### config.mk
export PLATFORM = sky130hd
export DESIGN_NAME = metering_config_bits
export DESIGN_NICKNAME = d
export VERILOG_FILES = /design/src/shared/metering_cfg_pkg.sv /design/src/hw/chop_polarity.sv /design/src/hw/metering_config_bits.sv
export SDC_FILE = /design/constraint.sdc
export NUM_CORES = 1
export LEC_CHECK = 0
export CAP_MARGIN = 0
export CORE_ASPECT_RATIO = 1.4
export CORE_UTILIZATION = 62
export DETAILED_ROUTE_END_ITERATION = 10
export DONT_BUFFER_PORTS = 1
export MAX_ROUTING_LAYER = met4
export PLACE_DENSITY = 0.89
export SYNTH_ARGS = -nofsm -noshare
export SYNTH_HDL_FRONTEND = slang
export SYNTH_HIERARCHICAL = 1
export SYNTH_SLANG_ARGS = --single-unit
### constraint.sdc
create_clock -name CORE_CLK -period 2.5 [get_ports CORE_CLK]
set_clock_uncertainty 0.1 [all_clocks]
set_input_delay 0.5 -clock CORE_CLK [delete_from_list [all_inputs] [get_ports CORE_CLK]]
set_output_delay 0.5 -clock CORE_CLK [all_outputs]
set_load 0.005 [all_outputs]
### src/shared/metering_cfg_pkg.sv
// constants and types for the metering configuration bank
package metering_cfg_pkg;

    // register offsets
    localparam logic [15:0] OFS_ENGINE_CTRL  = 16'h2000;
    localparam logic [15:0] OFS_REF_CHOP     = 16'h2002;
    localparam logic [15:0] OFS_PIN_CLK_OUT  = 16'h2004;
    localparam logic [15:0] OFS_CONV_ENABLE  = 16'h2005;
    localparam logic [15:0] OFS_BATT_MEASURE = 16'h2020;
    localparam logic [15:0] OFS_BOOT_SIZE    = 16'h20A7;
    localparam logic [15:0] OFS_PROG_LOC     = 16'h20A8;
    localparam logic [15:0] OFS_CHOP_MASTER  = 16'h20AB;
    localparam logic [15:0] OFS_CHOP_CHANS   = 16'h20AC;

    // field positions
    localparam int POS_FAST_CLK    = 3;
    localparam int POS_ENGINE_EN   = 4;
    localparam int POS_CHOP_MODE   = 4;
    localparam int POS_CLK_OUT_SEL = 4;
    localparam int POS_CONV_EN     = 3;
    localparam int POS_BATT_EN     = 6;
    localparam int POS_MASTER_EN   = 0;
    localparam int POS_CHAN_A      = 0;
    localparam int POS_CHAN_B      = 4;
    localparam int PROG_LOC_W      = 5;
    localparam int BLOCK_SHIFT     = 10;

    // write-only bits per register, read back as zero
    localparam logic [7:0] WO_ENGINE_CTRL  = 8'h00;
    localparam logic [7:0] WO_REF_CHOP     = 8'h00;
    localparam logic [7:0] WO_PIN_CLK_OUT  = 8'h00;
    localparam logic [7:0] WO_CONV_ENABLE  = 8'h00;
    localparam logic [7:0] WO_BATT_MEASURE = 8'h00;

    // reset and wake values
    localparam logic [7:0] RST_BOOT_SIZE  = 8'h01;
    localparam logic [7:0] WAKE_BOOT_SIZE = 8'h01;
    localparam logic [4:0] RST_PROG_LOC   = 5'h1F;
    localparam logic [4:0] WAKE_PROG_LOC  = 5'h1F;
    localparam logic [1:0] RST_CHOP_MODE  = 2'h0;

    // clock rates
    localparam int CORE_CLK_HZ    = 20_000_000;
    localparam int ENGINE_FAST_HZ = 10_000_000;
    localparam int ENGINE_SLOW_HZ = 5_000_000;
    localparam int FIR_MISSION_HZ = 5_000_000;
    localparam int FIR_BROWN_HZ   = 32_000;
    localparam int ENG_FAST_DIV   = CORE_CLK_HZ / ENGINE_FAST_HZ;
    localparam int ENG_SLOW_DIV   = CORE_CLK_HZ / ENGINE_SLOW_HZ;
    localparam int FIR_MIS_HALF   = CORE_CLK_HZ / (2 * FIR_MISSION_HZ);
    localparam int FIR_BRN_HALF   = CORE_CLK_HZ / (2 * FIR_BROWN_HZ);

    // power modes, gray along mission-brownout-display-sleep
    typedef enum logic [1:0] {
        PM_MISSION  = 2'b00,
        PM_BROWNOUT = 2'b01,
        PM_DISPLAY  = 2'b11,
        PM_SLEEP    = 2'b10
    } power_mode_t;

    // bandgap chop modes
    typedef enum logic [1:0] {
        CHOP_TOGGLE_ALT = 2'b00,
        CHOP_POSITIVE   = 2'b01,
        CHOP_REVERSED   = 2'b10,
        CHOP_TOGGLE     = 2'b11
    } chop_mode_t;

    // stored configuration
    typedef struct packed {
        logic       engine_fast_clock_select;
        logic       engine_enable;
        chop_mode_t chop_mode;
        logic       clock_output_select;
        logic       converter_enable;
        logic       battery_measure_enable;
        logic [7:0] boot_size;
        logic [4:0] engine_program_location;
        logic       current_chop_master;
        logic       current_a_swap_enable;
        logic       current_b_swap_enable;
    } cfg_t;

    // processor register access
    typedef struct packed {
        logic [15:0] addr;
        logic [7:0]  wdata;
        logic        wr;
        logic        rd;
    } cfg_access_t;

endpackage : metering_cfg_pkg

### src/hw/chop_polarity.sv
// reference chop polarity sequencer
`timescale 1ns/1ns
module chop_polarity
    import metering_cfg_pkg::*;
(
    input  wire logic       clk,
    input  wire logic       rst_n,
    input  wire logic       sync_pulse,
    input  wire logic       sum_end,
    input  chop_mode_t      mode,
    output logic            polarity,
    output logic            alt_frame
);

    logic sync_d_r;
    logic sync_rise;

    assign sync_rise = sync_pulse & ~sync_d_r;

    always_ff @(posedge clk) begin
        if (!rst_n) begin
            sync_d_r <= 1'b0;
        end else begin
            sync_d_r <= sync_pulse;
        end
    end

    // polarity moves on sync rising edge only
    always_ff @(posedge clk) begin
        if (!rst_n) begin
            polarity <= 1'b0;
        end else if (sync_rise) begin
            case (mode)
                CHOP_TOGGLE_ALT: begin
                    if (!sum_end) begin
                        polarity <= ~polarity;
                    end
                end
                CHOP_POSITIVE: polarity <= 1'b0;
                CHOP_REVERSED: polarity <= 1'b1;
                CHOP_TOGGLE:   polarity <= ~polarity;
                default:       polarity <= polarity;
            endcase
        end
    end

    // extra alternative frame at end of accumulation
    always_ff @(posedge clk) begin
        if (!rst_n) begin
            alt_frame <= 1'b0;
        end else begin
            alt_frame <= sync_rise & sum_end
                         & (mode == CHOP_TOGGLE_ALT);
        end
    end

endmodule : chop_polarity

### src/hw/metering_config_bits.sv
// metering configuration register bank
//
// Operation
// - write-only bits always read back zero
// - nonvolatile bits untouched by wake
// - display bits survive display-brownout, lost sleeping
// - converter enable powers converter and reference
// - battery measure loads battery, routes to converter on alt mux cycles
// - boot region ends at 1024 times size
// - engine clock 10 MHz set, 5 MHz clear
// - engine program starts 1024 times location
// - polarity changes only on sync rising edge
// - mode 00 toggles, skips summation end, inserts frame
// - 01 positive, 10 reversed, 11 plain toggle
// - channel chop needs own and common enable
// - shared pin: segment at 0, filter clock at 1
// - reset and wake load listed values
`timescale 1ns/1ns
module metering_config_bits
    import metering_cfg_pkg::*;
#(
    parameter int ADDR_W = 16,
    parameter int DATA_W = 8
) (
    input  wire logic                CORE_CLK,
    input  wire logic                RESET_N,
    input  wire logic                WAKE,
    input  wire logic [1:0]          POWER_MODE,
    input  wire logic [ADDR_W-1:0]   CFG_ADDR,
    input  wire logic [DATA_W-1:0]   CFG_WDATA,
    input  wire logic                CFG_WR,
    input  wire logic                CFG_RD,
    input  wire logic                MULTIPLEXER_SYNC_PULSE,
    input  wire logic                SUMMATION_CYCLE_END,
    input  wire logic                ALT_MUX_CYCLE,
    input  wire logic                DISPLAY_SEGMENT_NINETEEN,
    output logic [DATA_W-1:0]        CFG_RDATA,
    output logic                     CONVERTER_ENABLE,
    output logic                     REFERENCE_ENABLE,
    output logic                     BATTERY_LOAD,
    output logic                     BATTERY_TO_CONVERTER,
    output logic [17:0]              BOOT_END_ADDR,
    output logic [14:0]              ENGINE_PROG_START,
    output logic                     ENGINE_ENABLE,
    output logic                     ENGINE_CLK_TICK,
    output logic                     REF_POLARITY,
    output logic                     ALTERNATIVE_FRAME_REQUEST,
    output logic                     CURRENT_A_SWAP,
    output logic                     CURRENT_B_SWAP,
    output logic                     SHARED_PIN_OUT
);

    // address match helper
    function automatic logic hit(input logic [ADDR_W-1:0] a,
                                 input logic [15:0] ofs);
        hit = (a == ADDR_W'(ofs));
    endfunction : hit

    // clear write-only bits on read
    function automatic logic [7:0] rd_view(input logic [7:0] v,
                                           input logic [7:0] wo);
        rd_view = v & ~wo;
    endfunction : rd_view

    cfg_access_t  acc;
    cfg_t         cfg_r;
    cfg_t         cfg_nxt;
    power_mode_t  pm;
    power_mode_t  pm_prev_r;
    logic         enter_sleep;
    logic [7:0]   rdata_nxt;
    logic [1:0]   eng_cnt_r;
    logic [1:0]   eng_cnt_nxt;
    logic [1:0]   eng_last;
    logic [8:0]   fir_cnt_r;
    logic [8:0]   fir_half;
    logic         fir_run;
    logic         filter_clock_r;
    logic         polarity;
    logic         alt_frame;

    assign acc.addr  = CFG_ADDR;
    assign acc.wdata = CFG_WDATA;
    assign acc.wr    = CFG_WR;
    assign acc.rd    = CFG_RD;
    assign pm        = power_mode_t'(POWER_MODE);

    // power mode edge
    always_ff @(posedge CORE_CLK) begin
        if (!RESET_N) begin
            pm_prev_r <= PM_MISSION;
        end else begin
            pm_prev_r <= pm;
        end
    end

    assign enter_sleep = (pm == PM_SLEEP) && (pm_prev_r != PM_SLEEP);

    // next configuration from processor writes
    always_comb begin
        cfg_nxt = cfg_r;
        if (acc.wr) begin
            if (hit(acc.addr, OFS_ENGINE_CTRL)) begin
                cfg_nxt.engine_fast_clock_select =
                    acc.wdata[POS_FAST_CLK];
                cfg_nxt.engine_enable = acc.wdata[POS_ENGINE_EN];
            end
            if (hit(acc.addr, OFS_REF_CHOP)) begin
                cfg_nxt.chop_mode =
                    chop_mode_t'(acc.wdata[POS_CHOP_MODE +: 2]);
            end
            if (hit(acc.addr, OFS_PIN_CLK_OUT)) begin
                cfg_nxt.clock_output_select =
                    acc.wdata[POS_CLK_OUT_SEL];
            end
            if (hit(acc.addr, OFS_CONV_ENABLE)) begin
                cfg_nxt.converter_enable = acc.wdata[POS_CONV_EN];
            end
            if (hit(acc.addr, OFS_BATT_MEASURE)) begin
                cfg_nxt.battery_measure_enable =
                    acc.wdata[POS_BATT_EN];
            end
            if (hit(acc.addr, OFS_BOOT_SIZE)) begin
                cfg_nxt.boot_size = acc.wdata;
            end
            if (hit(acc.addr, OFS_PROG_LOC)) begin
                cfg_nxt.engine_program_location =
                    acc.wdata[PROG_LOC_W-1:0];
            end
            if (hit(acc.addr, OFS_CHOP_MASTER)) begin
                cfg_nxt.current_chop_master =
                    acc.wdata[POS_MASTER_EN];
            end
            if (hit(acc.addr, OFS_CHOP_CHANS)) begin
                cfg_nxt.current_a_swap_enable =
                    acc.wdata[POS_CHAN_A];
                cfg_nxt.current_b_swap_enable =
                    acc.wdata[POS_CHAN_B];
            end
        end
    end

    // configuration storage
    always_ff @(posedge CORE_CLK) begin
        if (!RESET_N) begin
            cfg_r.engine_fast_clock_select <= 1'b0;
            cfg_r.engine_enable            <= 1'b0;
            cfg_r.chop_mode                <= chop_mode_t'(RST_CHOP_MODE);
            cfg_r.clock_output_select      <= 1'b0;
            cfg_r.converter_enable         <= 1'b0;
            cfg_r.battery_measure_enable   <= 1'b0;
            cfg_r.boot_size                <= RST_BOOT_SIZE;
            cfg_r.engine_program_location  <= RST_PROG_LOC;
            cfg_r.current_chop_master      <= 1'b0;
            cfg_r.current_a_swap_enable    <= 1'b0;
            cfg_r.current_b_swap_enable    <= 1'b0;
        end else if (WAKE) begin
            cfg_r.engine_fast_clock_select <= 1'b0;
            cfg_r.engine_enable            <= 1'b0;
            cfg_r.chop_mode                <= chop_mode_t'(RST_CHOP_MODE);
            cfg_r.clock_output_select      <= 1'b0;
            cfg_r.converter_enable         <= 1'b0;
            // undefined on wake: kept as is
            cfg_r.battery_measure_enable   <=
                cfg_r.battery_measure_enable;
            cfg_r.boot_size                <= WAKE_BOOT_SIZE;
            cfg_r.engine_program_location  <= WAKE_PROG_LOC;
            cfg_r.current_chop_master      <= 1'b0;
            cfg_r.current_a_swap_enable    <= 1'b0;
            cfg_r.current_b_swap_enable    <= 1'b0;
        end else begin
            cfg_r <= cfg_nxt;
            if (enter_sleep) begin
                // display-retained bit lost on sleep
                cfg_r.clock_output_select <= 1'b0;
            end
        end
    end

    // read data mux
    always_comb begin
        rdata_nxt = 8'h00;
        if (hit(acc.addr, OFS_ENGINE_CTRL)) begin
            rdata_nxt[POS_FAST_CLK]  = cfg_r.engine_fast_clock_select;
            rdata_nxt[POS_ENGINE_EN] = cfg_r.engine_enable;
            rdata_nxt = rd_view(rdata_nxt, WO_ENGINE_CTRL);
        end else if (hit(acc.addr, OFS_REF_CHOP)) begin
            rdata_nxt[POS_CHOP_MODE +: 2] = cfg_r.chop_mode;
            rdata_nxt = rd_view(rdata_nxt, WO_REF_CHOP);
        end else if (hit(acc.addr, OFS_PIN_CLK_OUT)) begin
            rdata_nxt[POS_CLK_OUT_SEL] = cfg_r.clock_output_select;
            rdata_nxt = rd_view(rdata_nxt, WO_PIN_CLK_OUT);
        end else if (hit(acc.addr, OFS_CONV_ENABLE)) begin
            rdata_nxt[POS_CONV_EN] = cfg_r.converter_enable;
            rdata_nxt = rd_view(rdata_nxt, WO_CONV_ENABLE);
        end else if (hit(acc.addr, OFS_BATT_MEASURE)) begin
            rdata_nxt[POS_BATT_EN] = cfg_r.battery_measure_enable;
            rdata_nxt = rd_view(rdata_nxt, WO_BATT_MEASURE);
        end else if (hit(acc.addr, OFS_BOOT_SIZE)) begin
            rdata_nxt = cfg_r.boot_size;
        end else if (hit(acc.addr, OFS_PROG_LOC)) begin
            rdata_nxt[PROG_LOC_W-1:0] = cfg_r.engine_program_location;
        end else if (hit(acc.addr, OFS_CHOP_MASTER)) begin
            rdata_nxt[POS_MASTER_EN] = cfg_r.current_chop_master;
        end else if (hit(acc.addr, OFS_CHOP_CHANS)) begin
            rdata_nxt[POS_CHAN_A] = cfg_r.current_a_swap_enable;
            rdata_nxt[POS_CHAN_B] = cfg_r.current_b_swap_enable;
        end
    end

    // registered read answer
    always_ff @(posedge CORE_CLK) begin
        if (!RESET_N) begin
            CFG_RDATA <= '0;
        end else if (acc.rd) begin
            CFG_RDATA <= DATA_W'(rdata_nxt);
        end
    end

    // converter and reference enables
    always_ff @(posedge CORE_CLK) begin
        if (!RESET_N) begin
            CONVERTER_ENABLE <= 1'b0;
            REFERENCE_ENABLE <= 1'b0;
        end else begin
            CONVERTER_ENABLE <= cfg_r.converter_enable;
            REFERENCE_ENABLE <= cfg_r.converter_enable;
        end
    end

    // battery measurement path
    always_ff @(posedge CORE_CLK) begin
        if (!RESET_N) begin
            BATTERY_LOAD         <= 1'b0;
            BATTERY_TO_CONVERTER <= 1'b0;
        end else begin
            BATTERY_LOAD         <= cfg_r.battery_measure_enable;
            BATTERY_TO_CONVERTER <= cfg_r.battery_measure_enable
                                    & ALT_MUX_CYCLE;
        end
    end

    // boot region and engine program addresses
    always_ff @(posedge CORE_CLK) begin
        if (!RESET_N) begin
            BOOT_END_ADDR     <= '0;
            ENGINE_PROG_START <= '0;
        end else begin
            BOOT_END_ADDR     <= {cfg_r.boot_size,
                                  BLOCK_SHIFT'(0)};
            ENGINE_PROG_START <= {cfg_r.engine_program_location,
                                  BLOCK_SHIFT'(0)};
        end
    end

    // engine clock enable divider
    assign eng_last = cfg_r.engine_fast_clock_select
                      ? 2'(ENG_FAST_DIV - 1)
                      : 2'(ENG_SLOW_DIV - 1);
    assign eng_cnt_nxt = (eng_cnt_r >= eng_last) ? 2'd0
                         : eng_cnt_r + 2'd1;

    always_ff @(posedge CORE_CLK) begin
        if (!RESET_N) begin
            eng_cnt_r <= 2'd0;
        end else if (cfg_r.engine_enable) begin
            eng_cnt_r <= eng_cnt_nxt;
        end else begin
            eng_cnt_r <= 2'd0;
        end
    end

    always_ff @(posedge CORE_CLK) begin
        if (!RESET_N) begin
            ENGINE_ENABLE   <= 1'b0;
            ENGINE_CLK_TICK <= 1'b0;
        end else begin
            ENGINE_ENABLE   <= cfg_r.engine_enable;
            ENGINE_CLK_TICK <= cfg_r.engine_enable
                               && (eng_cnt_r >= eng_last);
        end
    end

    // reference chop sequencer
    chop_polarity i_chop_polarity (
        .clk        (CORE_CLK),
        .rst_n      (RESET_N),
        .sync_pulse (MULTIPLEXER_SYNC_PULSE),
        .sum_end    (SUMMATION_CYCLE_END),
        .mode       (cfg_r.chop_mode),
        .polarity   (polarity),
        .alt_frame  (alt_frame)
    );

    always_ff @(posedge CORE_CLK) begin
        if (!RESET_N) begin
            REF_POLARITY              <= 1'b0;
            ALTERNATIVE_FRAME_REQUEST <= 1'b0;
        end else begin
            REF_POLARITY              <= polarity;
            ALTERNATIVE_FRAME_REQUEST <= alt_frame;
        end
    end

    // current channel chopping
    always_ff @(posedge CORE_CLK) begin
        if (!RESET_N) begin
            CURRENT_A_SWAP <= 1'b0;
            CURRENT_B_SWAP <= 1'b0;
        end else begin
            CURRENT_A_SWAP <= cfg_r.current_a_swap_enable
                              & cfg_r.current_chop_master;
            CURRENT_B_SWAP <= cfg_r.current_b_swap_enable
                              & cfg_r.current_chop_master;
        end
    end

    // filter clock generator
    assign fir_half = (pm == PM_BROWNOUT) ? 9'(FIR_BRN_HALF)
                                          : 9'(FIR_MIS_HALF);
    assign fir_run  = (pm == PM_MISSION) || (pm == PM_BROWNOUT);

    always_ff @(posedge CORE_CLK) begin
        if (!RESET_N) begin
            fir_cnt_r      <= 9'd0;
            filter_clock_r <= 1'b0;
        end else if (!fir_run) begin
            fir_cnt_r      <= 9'd0;
            filter_clock_r <= 1'b0;
        end else if (fir_cnt_r >= fir_half - 9'd1) begin
            fir_cnt_r      <= 9'd0;
            filter_clock_r <= ~filter_clock_r;
        end else begin
            fir_cnt_r      <= fir_cnt_r + 9'd1;
        end
    end

    // shared segment / clock pin
    always_ff @(posedge CORE_CLK) begin
        if (!RESET_N) begin
            SHARED_PIN_OUT <= 1'b0;
        end else if (cfg_r.clock_output_select) begin
            SHARED_PIN_OUT <= filter_clock_r;
        end else begin
            SHARED_PIN_OUT <= DISPLAY_SEGMENT_NINETEEN;
        end
    end

endmodule : metering_config_bits

### Yosys cells after proc, flatten, opt, wreduce, memory -nomap -nowiden

Cells that the tools add are included.

* add/subtract/negate cells: 3
* magnitude comparators: 2
* equality and inequality tests: 16
* mux-type cells: 19
* bitwise gates (word level): 13
* reductions and logical operators: 20

Operators by type and width (count)
* $eq A16 B14 Y1 const B: 9
* $mux W8: 5
* $reduce_and A2 Y1: 10
* $add A9 B1 Y9 const B: 1
* $ge A9 B9 Y1: 1
* $mux W9: 1
* $reduce_or A3 Y1: 3
* $sub A9 B1 Y9 const B: 1
* $mux W1: 8
* $not A1 Y1: 7
* $and A1 B1 Y1: 6
* $eq A2 B2 Y1 const B: 3
* $mux W3: 2
* $mux W5: 1
* $eq A2 B1 Y1 const B: 2
* $logic_not A2 Y1: 2
* $ne A2 B2 Y1 const B: 2
* $pmux W1 S4: 1
* $reduce_and A3 Y1: 1
* $add A2 B1 Y2 const B: 1
* $ge A2 B2 Y1: 1
* $logic_and A1 B1 Y1: 2
* $mux W2: 1
* $reduce_or A2 Y1: 1
* $logic_or A1 B1 Y1: 1

* bits in registers: 91
* input bits: 35
* output and inout bits: 52
* logic and storage cells: 106

### Longest topological paths before layout

Gate-level depths: netlist of run 1.

* depth after elaboration: 10
* gate-level depth with buffers: 7
* mapped depth without buffers: 7

### Cells and area by module

Netlist of run 1, hierarchy kept.

By module, submodules not included
* metering_config_bits: times used 1, cells an instance 320, area each 3071.7 µm², sequential area each 1361.3 µm²
* chop_polarity: times used 1, cells an instance 16, area each 148.9 µm², sequential area each 60.1 µm²

### Worst setup path before layout of run 1

No wires, ideal clock.

* path kind: input -> register
* start: input port CFG_ADDR[12]
* end: register cfg_r[3] in the netlist's numbering
* library setup time: 130 ps
* data arrival time: 2131 ps
* required time: 2270 ps
* path slack: 139 ps
* stages: 7
* path buffers: 2
* path through: or4b_1 -> buf_6 -> nor4_4 -> and3_1 -> buf_2 -> mux2i_1 -> nand2_1

* word-level cells in the longest chain between the ends: 2

Ends and longest elaborated chain
* start: declaration: line metering_config_bits.sv:29 `input wire logic [ADDR_W-1:0] CFG_ADDR,`
* $eq A16 B14 Y1: line metering_config_bits.sv:56 `hit = (a == ADDR_W'(ofs));`
* $reduce_and A2 Y1 (no source line)
* end signal: assignment: line metering_config_bits.sv:172 `cfg_r <= cfg_nxt;`
* end: declaration: line metering_config_bits.sv:66 `cfg_t cfg_r;`

No other way between the ends.
A chain may end at the register's enable or synchronous reset.

### Final worst setup path of run 1

* start: register fir_cnt_r[1]
* end: register fir_cnt_r[3]

* word-level cells in the longest chain between the ends: 2
* elaborated cells between the ends (all ways): 3
* classes of those cells: 1 x add/sub; 1 x order compare; 1 x reduce/logical

Ends and longest elaborated chain
* start: declaration: line metering_config_bits.sv:75 `logic [8:0] fir_cnt_r;`
* start signal: assignment: line metering_config_bits.sv:334 `fir_cnt_r <= fir_cnt_r + 9'd1;`
* $ge A9 B9 Y1: line metering_config_bits.sv:330 `end else if (fir_cnt_r >= fir_half - 9'd1) begin`
* $reduce_or A3 Y1 (no source line)

Parallel ways exist; a longest one is shown, timed or not.

==> results of run 1 <==
==> final cells by class <==
class | count | share of cell area [%]
clock inverter | 6 | 2.71
tap | 64 | 2.34
sequential | 71 | 41.5
multi-input combinational | 236 | 46.0
inverter | 14 | 1.54
timing repair buffer | 7 | 1.90
clock buffer | 10 | 4.02
==> layout by cell type, fill, tap and decap left out, types with 2 or more instances in the layout <==
cell / n
nor3b_1: 2
ha_1: 9
mux2i_1: 13
nand4_1: 3
nor3_1: 4
and3_1: 7
nand4b_1: 2
inv_1: 14
a31oi_1: 2
xnor2_1: 3
xor2_1: 5
nor2_1: 17
nand2_1: 26
mux2_2: 2
dfxtp_1: 71
bufinv_16: 2
o21ai_0: 3
clkinvlp_4: 2
a32oi_1: 3
a221oi_1: 2
nor4_4: 2
or4_1: 2
conb_1: 20
and2_1: 23
or4b_2: 3
or4_4: 4
clkbuf_8: 10
o32ai_1: 3
nand3_1: 22
nand2b_1: 4
buf_4: 6
a21oi_1: 16
nor4_1: 3
nor2b_1: 8
==> final timing paths <==
check                             from                         to  slack, ps  cells after the start
min reg2reg  i_chop_polarity/alt_frame  ALTERNATIVE_FRAME_REQUEST        340                      1
max reg2reg               fir_cnt_r[1]               fir_cnt_r[3]        340                      6
max                       fir_cnt_r[1]               fir_cnt_r[3]        340                      6
min                            RESET_N  ALTERNATIVE_FRAME_REQUEST        170                      1
==> state kept, by name (all words and copies together) (netlist names) <==
register and flops:
i_chop_polarity/polarity 1, pm_prev_r 2, ALTERNATIVE_FRAME_REQUEST 1, BOOT_END_ADDR 8, i_chop_polarity/sync_d_r 1, CURRENT_B_SWAP 1
ENGINE_CLK_TICK 1, REFERENCE_ENABLE 1, SHARED_PIN_OUT 1, cfg_r 23, fir_cnt_r 9, CURRENT_A_SWAP 1
i_chop_polarity/alt_frame 1, eng_cnt_r 2, ENGINE_PROG_START 5, ENGINE_ENABLE 1, BATTERY_LOAD 1, REF_POLARITY 1
BATTERY_TO_CONVERTER 1, filter_clock_r 1, CFG_RDATA 8
==> per-stage QoR <==
stage	utilization (%)	area, µm²
2_1_floorplan	-	3290
3_3_place_gp	64.9	3190
3_5_place_dp	64.9	3190
4_1_cts	69.6	3420
5_1_grt	69.6	3420
6_report	69.6	3420
==> kinds of logic after synthesis <==
group / synth area share, %
mux: 4.74
xor+xnor: 2.18
fa+ha+maj: 3.50
flops: 44.1
buf+inv: 9.25
compound gates: 9.25
other cells: 0.116
simple gates: 26.8
==> report_power, final <==
group	switching [µW]	internal [µW]
sequential	9.27	1150
clock	442	593
combinational	43.2	33.5
==> worst reg2reg max path, cell delays in order (launching register included) <==
cell and delay (ps):
dfxtp_1 350, ha_1 320, a21o_1 190, a211o_1 280, a211oi_1 290, o211ai_1 360, nor2_1 200
==> per-layer routing <==
metal	track usage [%]	up-vias	share of wire [%]
met5	-	-	0
met4	17.1	0	4.2
met3	6.54	28	5.9
met2	46.6	92	54
met1	28.3	1126	36
li1	-	1146	-
==> summary.md, run 1 <==
| Metric | Value |
|---|---|
| CP Class | reg2reg |
| Slew @ Worst Pin | 746 ps |
| Main flop type after synthesis | dfxtp_1 |
| Worst EP arrival | 2340 ps |
| Syn Area/Cell | roughly 9.6 µm² |
| Root buffer cell | clkbuf_8 |
| Hpwl dp | 4810 µm |
| Netlist cell types | 58 |
| Seq cells post-synth | 71 |
| Antenna Nets Post-Route | 0 |
| Area of the multi-input gates | 1570 µm² |
| DRT Pass-1 Iters | 6 |
| Die extent in y | between 80 and 90 µm |
| # clock sinks | 71 |
| CTS H-tree lvls | 3 |
| Largest cells by area after synthesis | dfxtp_1 44%, buf_4 4.9%, and2_1 4.5% |
| Vias in the first global route | 2323 |
| Worst path cell trace | ha_1, a21o_1, a211o_1, a211oi_1, o211ai_1, nor2_1 |
| Layout Nets | 383 |
| Area leader, netlist | dfxtp_1 |
| CP Launch Type | flip-flop |
| Status | completed |
| Place WS | about 92 ps |
| Diode count | 0 |
| Clock Latency Late Sink | ~350 ps |
| Min-Delay Path Class | in2reg |
| Cell with the most instances after synthesis | dfxtp_1 |
| Ys async rst share | 0% |
| Hold_buf cts | 0 |
| Yosys warning count | 6 |
| Longest Clk Path Bufs | 2 |
| Minimum hold slack | 167 ps |
| Fillers | 368 |
| Post-route setup slack | 337 ps |
| Top Family by Delay on Critical Path | compound AO/OA/AOI/OAI gates |
| Fin. Hold Viols | 0 |
| Crit path buffers/inverters | 0 |
| Power Density | 662 nW/µm² |
| Area grow syn2layout | 6.25% |
| Die Area | roughly 5500 µm² |
| Drt drc | 0 |
| Grt total ovfl | 0 |
| Commonest cells in the netlist | 71 x dfxtp_1, 26 x nand2_1, 23 x and2_1 |
| CTS tree | done |
| Wire per inst | 16.3 µm |
| Pin count of the biggest net entering global routing | 39 |
| Final GP Congestion | ~0.91 |
| Antenna violations before repair | 0 |
| Die Span X | about 63 µm |
| DRT Wirelength | 6670 µm |
| Peak supply drop | 0.408 mV |
| Slowest CP cell | o211ai_1 |
| Number of max-cap violations | 0 |
| IO buf count | 0 |
| Endpoint class of the critical path | flip-flop |
| Final period util | 86.5% |
| Tot Pwr | ~2300 µW |
| Syn Inst Count | 336 |
| Largest fanout on the critical path | 9 |
| Setup tns final | 0 ps |
| Non-Filler Instances | 408 |
| Fin. max-slew vios | 0 |
| Relative slew margins | 50.0% |
| Detailed-route vias per instance | 5.86 |
| Ratio of cells with drive above 1 in the final layout | roughly an eighth |
| Post-route minimum period | 2160 ps |
| Critical Path RT | roughly 2700 ps |
| Synth top area share | 44.1% |
| First-pass GRT wire length | 11200 µm |
| Sequential share of the synthesized area | around 44% |
| CTS resizes | 0 |
| Post-synth EDFFs | 0 |
| Placed insts | 392 |
| RSZ-0062 raised after global routing | false |
| Starting Density | 65.5% |
| Pleak | about 0.0013 µW |
| Total core area | 4920 µm² |
| Num CTS Buffers | 9 |
| Total GRT Usage | 27.4% |
| Initial DRC count | 230 |
| Clock transition at path regs | 80 ps |
| IO Pins | 87 |
| Setup Buffers After CTS | 0 |
| Vias | between 2000 and 2500 |
| Floorplan row count | 30 |
| Crit-path max cell delay | 360 ps |
| FMAX | 462 MHz |
| Sequential Area | 1420 µm² |
| Final setup vio count | 0 |
| Synthesized area | 3220 µm² |
Power figures use the tool's default switching activity.
==> run 2: changes to the inputs <==
Settings changed: CORE_ASPECT_RATIO 1.4 to 1.2.
==> run 2 against run 1 <==
Compared with the run above:
- count of clock-buffer cells in the layout did not move
- total power rose by 2.9%
- global-route usage fell by 1.6 points
- fmax rose by 5.2%
- setup slack improved by 110 ps
- die area barely moved
- sequential power barely moved
- clock power rose by 6%
- non-clock buffer count rose by 1
- register-to-register slack improved by 120 ps
- largest cell class unchanged
- final cell count fell by 0.74%
- routed wire length fell by 5.2%
==> summary.md, run 2 (synthesis results as in run 1) <==
| Metric | Value |
|---|---|
| Ratio of cells with drive above 1 in the final layout | 13.0% (was 12.8%) |
| Vias | 2336 (was 2392) |
| Logic pwr share | 3.3% (was 3.4%) |
| Pleak | 0.00134 µW (was 0.00133 µW) |
| Antenna violations before repair | 0 (unchanged) |
| DRT Wirelength | 6320 µm (was 6670 µm) |
| Reg power frac | 49.5% (was 50.9%) |
| # clock sinks | 71 (unchanged) |
| Clock Latency Late Sink | 350 ps (about the same) |
| Minimum hold slack | 173 ps (was 167 ps) |
| CTS H-tree lvls | 3 (unchanged) |
| Grt total ovfl | 0 (unchanged) |
| Fillers | 373 (was 368) |
| Post-route minimum period | 2060 ps (was 2160 ps) |
| CTS tree | done (unchanged) |
| Pin count of the biggest net entering global routing | 39 (unchanged) |
| Setup Buffers After CTS | 0 (unchanged) |
| Detailed-route vias per instance | 5.77 (was 5.86) |
| Power share of the clock group | 47.2% (was 45.7%) |
| Regs by FF count | cfg_r: 23 flops, fir_cnt_r: 9 flops (unchanged) |
| Starting Density | 64.7% (was 65.5%) |
| CP Class | in2reg (was reg2reg) |
| Commonest non-fill, non-tap cell in the layout | dfxtp_1 (unchanged) |
| Largest Register | cfg_r (unchanged) |
| Peak supply drop | 0.594 mV (was 0.408 mV) |
| Num CTS Buffers | 9 (unchanged) |
| Int Power | 1870 µW (was 1770 µW) |
| Clock transition at path regs | 70 ps (was 80 ps) |
| Final GP Congestion | 0.872 (was 0.914) |
| Die Area | 5490 µm² (about the same) |
| Min-Delay Path Class | in2reg (unchanged) |
| Power Density | 678 nW/µm² (was 662 nW/µm²) |
| RSZ-0062 raised after global routing | false (unchanged) |
| Hpwl dp | 4680 µm (was 4810 µm) |
| Floorplan row count | 28 (was 30) |
| Worst EP arrival | 2190 ps (was 2340 ps) |
| Die Span X | 67.8 µm (was 62.9 µm) |
| Top Family by Delay on Critical Path | simple AND/OR/NAND/NOR gates (was compound AO/OA/AOI/OAI gates) |
| Antenna Nets Post-Route | 0 (unchanged) |
| Status | completed (unchanged) |
| DRT Pass-1 Iters | 4 (was 6) |
| Crit-path max cell delay | 510 ps (was 360 ps) |
| Largest fanout on the critical path | 9 (unchanged) |
| Number of max-cap violations | 0 (unchanged) |
| Fin. Hold Viols | 0 (unchanged) |
| Vias in the first global route | 2156 (was 2323) |
| IO Pins | 87 (unchanged) |
| Drt drc | 0 (unchanged) |
| Area grow syn2layout | 6.80% (was 6.25%) |
| Fin. max-slew vios | 0 (unchanged) |
| Wire per inst | 15.6 µm (was 16.3 µm) |
| Total GRT Usage | 25.8% (was 27.4%) |
| IO buf count | 0 (unchanged) |
| Commonest non-fill, non-tap cells in the layout | 71 x dfxtp_1, 26 x nand2_1, 23 x and2_1, 22 x nand3_1, 20 x conb_1 (unchanged) |
| First-pass GRT wire length | 10000 µm (was 11200 µm) |
| Crit path buffers/inverters | 1 (was 0) |
| Initial DRC count | 173 (was 230) |
| Total core area | 4970 µm² (was 4920 µm²) |
| Final setup vio count | 0 (unchanged) |
| Slew @ Worst Pin | 666 ps (was 746 ps) |
| Switching portion of total power | 20.0% (was 21.8%) |
| Slowest CP cell | or4b_1 (was o211ai_1) |
| Layout Nets | 384 (was 383) |
| CTS resizes | 0 (unchanged) |
| Hold_buf cts | 0 (unchanged) |
| Die extent in y | 81.0 µm (was 87.3 µm) |
| Final period util | 82.3% (was 86.5%) |
| Longest Clk Path Bufs | 2 (unchanged) |
| Root buffer cell | clkbuf_8 (unchanged) |
| Setup tns final | 0 ps (unchanged) |
| FMAX | 486 MHz (was 462 MHz) |
| Critical Path RT | 2630 ps (was 2680 ps) |
| Worst path cell trace | or4b_1, buf_4, nor4_4, and3_1, mux2i_1, nand2_1 (was ha_1, a21o_1, a211o_1, a211oi_1, o211ai_1, nor2_1) |
| Relative slew margins | 55.6% (was 50.0%) |
| CP Launch Type | input port (was flip-flop) |
| Diode count | 0 (unchanged) |
| P_sw | 467 µW (was 494 µW) |
| Max reg flops | 23 (unchanged) |
| Endpoint class of the critical path | flip-flop (unchanged) |
==> run 2: power by group through the flow <==
stage               sequential (µW)  clock (µW)  combinational [µW]
floorplan                      1180           0                 101
global placement               1180           0                73.7
detailed placement             1180           0                76.8
CTS                            1150        1110                77.2
global route                   1160        1160                87.1
finish                         1150        1100                77.5
==> run 2: area by class of cell <==
cell class / instances / area, µm² / share of cell area, %
Multi-Input combinational cell: 236 / 1570 / 45.7
Sequential cell: 71 / 1420 / 41.3
Clock buffer: 10 / 138 / 4.00
Clock inverter: 6 / 108 / 3.13
Tap cell: 60 / 75.1 / 2.18
Timing Repair Buffer: 8 / 72.6 / 2.11
Inverter: 14 / 52.6 / 1.53
==> run 2: metrics by stage <==
stage	util, %	std cells	cell area [µm²]	power (µW)	setup WS (ps)
final	69.1	405	3440	2330	443
after global routing	69.1	405	3440	2400	344
after CTS	69.1	405	3440	2350	446
after detailed placement	64.2	389	3190	1260	102
after global placement	64.2	389	3190	1250	136
after floorplan	-	355	3290	1280	139
==> run 2: path summary, 6_finish.rpt <==
path,from,endpoint,slack [ps],cells after the start
worst max register to register,fir_cnt_r[1],fir_cnt_r[4],460,7
worst min register to register,i_chop_polarity/alt_frame,ALTERNATIVE_FRAME_REQUEST,330,1
worst min-delay path,RESET_N,ALTERNATIVE_FRAME_REQUEST,170,1
worst max-delay path,CFG_ADDR[12],cfg_r[4],440,6
==> run 2: per-layer routing <==
metal	GRT usage (%)	wire, µm	share of wire, %
met1	26.8	2240	35
met2	43.1	3370	53
met3	6.32	525	8.3
met4	15.8	187	3.0
met5	-	0	0
==> run 3: changes to the inputs <==
Settings changed: CORE_UTILIZATION 62 to 56, PLACE_DENSITY 0.89 to 0.85.
Clock period 2.5 ns to 1.8 ns, I/O delays scaled along.
==> run 3 against run 2 <==
Compared with the run above:
- the run now ends with DRC, setup timing left
- worst hold slack got worse by 130 ps
- total power rose by 31%
- utilization fell by 3.0 points
- non-clock buffer count rose by 9
==> summary.md, run 3 (synthesis results as in run 1) <==
| Metric | Value |
|---|---|
| Status | complete, but fails checks (was completed) |
| Violated checks | DRC, setup timing |
| Final setup vio count | 7 (was 0) |
| Minimum hold slack | 38.2 ps (was 173 ps) |
| Final period util | 103% |
| Setup tns final | -228 ps (was 0 ps) |
| Number of cells on the critical path | 6 (unchanged) |
| RSZ-0062 raised after global routing | true (was false) |
| Post-route minimum period | around 1900 ps |
| Floorplan row count | 29 (was 28) |
| Pleak | 0.00141 µW (was 0.00134 µW) |
| Antenna Nets Post-Route | 0 (unchanged) |
| Min-Delay Path Class | in2reg (unchanged) |
| Reg2reg path depth | 7 (unchanged) |
| CTS H-tree lvls | 3 (unchanged) |
| Commonest non-fill, non-tap cells in the layout | 70 x dfxtp_1, 26 x nand2_1, 23 x and2_1, 21 x nand3_1, 20 x conb_1 (was 71 x dfxtp_1, 26 x nand2_1, 23 x and2_1, 22 x nand3_1, 20 x conb_1) |
| IO buf count | 0 (unchanged) |
| Crit path buffers/inverters | 1 (unchanged) |
| Peak supply drop | 0.683 mV (was 0.594 mV) |
| Relative slew margins | 55.6% (about the same) |
| First-pass GRT wire length | 10900 µm (was 10000 µm) |
| Detailed-route vias per instance | 5.71 (was 5.77) |
| DRT Pass-1 Iters | 8 (was 4) |
| Largest fanout on the critical path | 5 (was 9) |
| IO Pins | 87 (unchanged) |
| DRT Wirelength | 6690 µm (was 6320 µm) |
| Endpoint class of the critical path | flip-flop (unchanged) |
| Fin. Hold Viols | 0 (unchanged) |
| Regs by FF count | cfg_r: 23 flops, fir_cnt_r: 9 flops (unchanged) |
| Drt drc | 7 (was 0) |
| Total GRT Usage | 24.2% (was 25.8%) |
| Pin count of the biggest net entering global routing | 39 (unchanged) |
| Slew @ Worst Pin | 666 ps (about the same) |
| Grt total ovfl | 0 (unchanged) |
| R2R Path End | fir_cnt_r[4] (unchanged) |
| Ratio of cells with drive above 1 in the final layout | 17.5% (was 13.0%) |
| Post-route setup slack | -54.7 ps (was 443 ps) |
| Total core area | 5410 µm² (was 4970 µm²) |
| R2R Setup Slk | 30 ps (was 460 ps) |
| Starting Density | 59.6% (was 64.7%) |
| Non-Filler Instances | 416 (was 405) |
| Post-DP Area | 3330 µm² (was 3190 µm²) |
| FMAX | 539 MHz |
| CTS tree | done (unchanged) |
| Vias in the first global route | 2276 (was 2156) |
| Top Family by Delay on Critical Path | simple AND/OR/NAND/NOR gates (unchanged) |
| Commonest non-fill, non-tap cell in the layout | dfxtp_1 (unchanged) |
| CP Class | in2reg (unchanged) |
| Diode count | 0 (unchanged) |
| Worst EP arrival | 1990 ps (was 2190 ps) |
| Clock transition at path regs | 70 ps (about the same) |
| Longest Clk Path Bufs | 2 (unchanged) |
| Slowest CP cell | or4_4 (was or4b_1) |
| Hpwl dp | 4880 µm (was 4680 µm) |
| Placed insts | 399 (was 389) |
| Area grow syn2layout | 11.1% (was 6.80%) |
| Vias | 2377 (was 2336) |
| R2r startpoint | fir_cnt_r[1] (unchanged) |
| Antenna violations before repair | 0 (unchanged) |
| Die Area | 6060 µm² (was 5490 µm²) |
| CP Launch Type | input port (unchanged) |
| Clock Latency Late Sink | 340 ps (was 350 ps) |
| Worst setup path endpoint | cfg_r[16] (was cfg_r[4]) |
| Critical Path RT | 1940 ps (was 2630 ps) |
| Max reg flops | 23 (unchanged) |
| # clock sinks | 71 (unchanged) |
| Layout Nets | 393 (was 384) |
| Num CTS Buffers | 9 (unchanged) |
| Wire per inst | 16.1 µm (was 15.6 µm) |
| Fin. max-slew vios | 0 (unchanged) |
| Die Span X | 71.2 µm (was 67.8 µm) |
| Hold_buf cts | 0 (unchanged) |
| Crit path from | CFG_ADDR[10] (was CFG_ADDR[12]) |
| Number of max-cap violations | 0 (unchanged) |
| Final GP Congestion | 0.896 (was 0.872) |
| Post-layout instance area | 3580 µm² (was 3440 µm²) |
| Root buffer cell | clkbuf_8 (unchanged) |
| Die extent in y | 85.1 µm (was 81.0 µm) |
| Largest Register | cfg_r (unchanged) |
| Crit-path max cell delay | 590 ps (was 510 ps) |
| Initial DRC count | 120 (was 173) |
| Most Frequent Cell on Critical Path | or4_4 |
| Power Density | 856 nW/µm² (was 678 nW/µm²) |
| Worst path cell trace | or4_4, buf_12, or4_4, nor3_4, mux2i_1, nor2b_1 (was or4b_1, buf_4, nor4_4, and3_1, mux2i_1, nand2_1) |
## run 3: cell types whose count changed in the layout (fill, tap and decap cells not counted), moves of 2 or more
cell / change
buf_4: +6
or4b_4: +3
clkbuf_1: +3
or4b_2: -2
buf_12: +2
nor2_1: -2
## run 3: per-stage QoR
stage	total power, µW	setup WS (ps)	util [%]
3_5_place_dp	1760	-424	61.5
2_1_floorplan	1780	-381	-
4_1_cts	3080	-57.9	65.6
3_3_place_gp	1750	-360	61.5
5_1_grt	3200	-102	66.2
6_report	3060	-54.7	66.2
## run 3: power breakdown
| group | switching [µW] | internal [µW] |
|---|---|---|
| clock network | 560 | 777 |
| registers | 12.5 | 1590 |
| logic | 63.7 | 56.9 |
## run 3: area by class of cell
class	instances	area, µm²
fillers	424	1830
multi-input cells	236	1650
flip-flops and latches	71	1420
repair buffers	17	169
clock buffers	12	135
well taps	62	77.6
clock inverters	4	70.1
inverters	14	52.6
## run 3: what timing repair did
action | in CTS | in global routing
setup endpoints to repair | 11 | 31
resized for setup | 4 | 6
pin swaps | 2 | 3
setup buffers | 0 | 1
## run 3: worst min-delay path by stage
| stage | startpoint | to | cells past startpoint |
|---|---|---|---|
| 6_report | RESET_N | ALTERNATIVE_FRAME_REQUEST | 1 |
| 5_1_grt | RESET_N | REF_POLARITY | 1 |
| 4_1_cts | RESET_N | CFG_RDATA[1] | 1 |
| 3_5_place_dp | i_chop_polarity/alt_frame | ALTERNATIVE_FRAME_REQUEST | 1 |
| 3_3_place_gp | i_chop_polarity/sync_d_r | i_chop_polarity/alt_frame | 1 |
| 2_1_floorplan | i_chop_polarity/sync_d_r | i_chop_polarity/alt_frame | 1 |
## run 3: per-layer routing
metal / global-route usage [%] / up-vias / wire length [µm] / part of all wire, %
met3: 8.19 / 14 / 521 / 7.8
met5: - / - / 0 / 0
met1: 25.8 / 1127 / 2630 / 39
li1: - / 1157 / - / -
met4: 14.4 / 0 / 187 / 2.8
met2: 38.6 / 79 / 3350 / 50
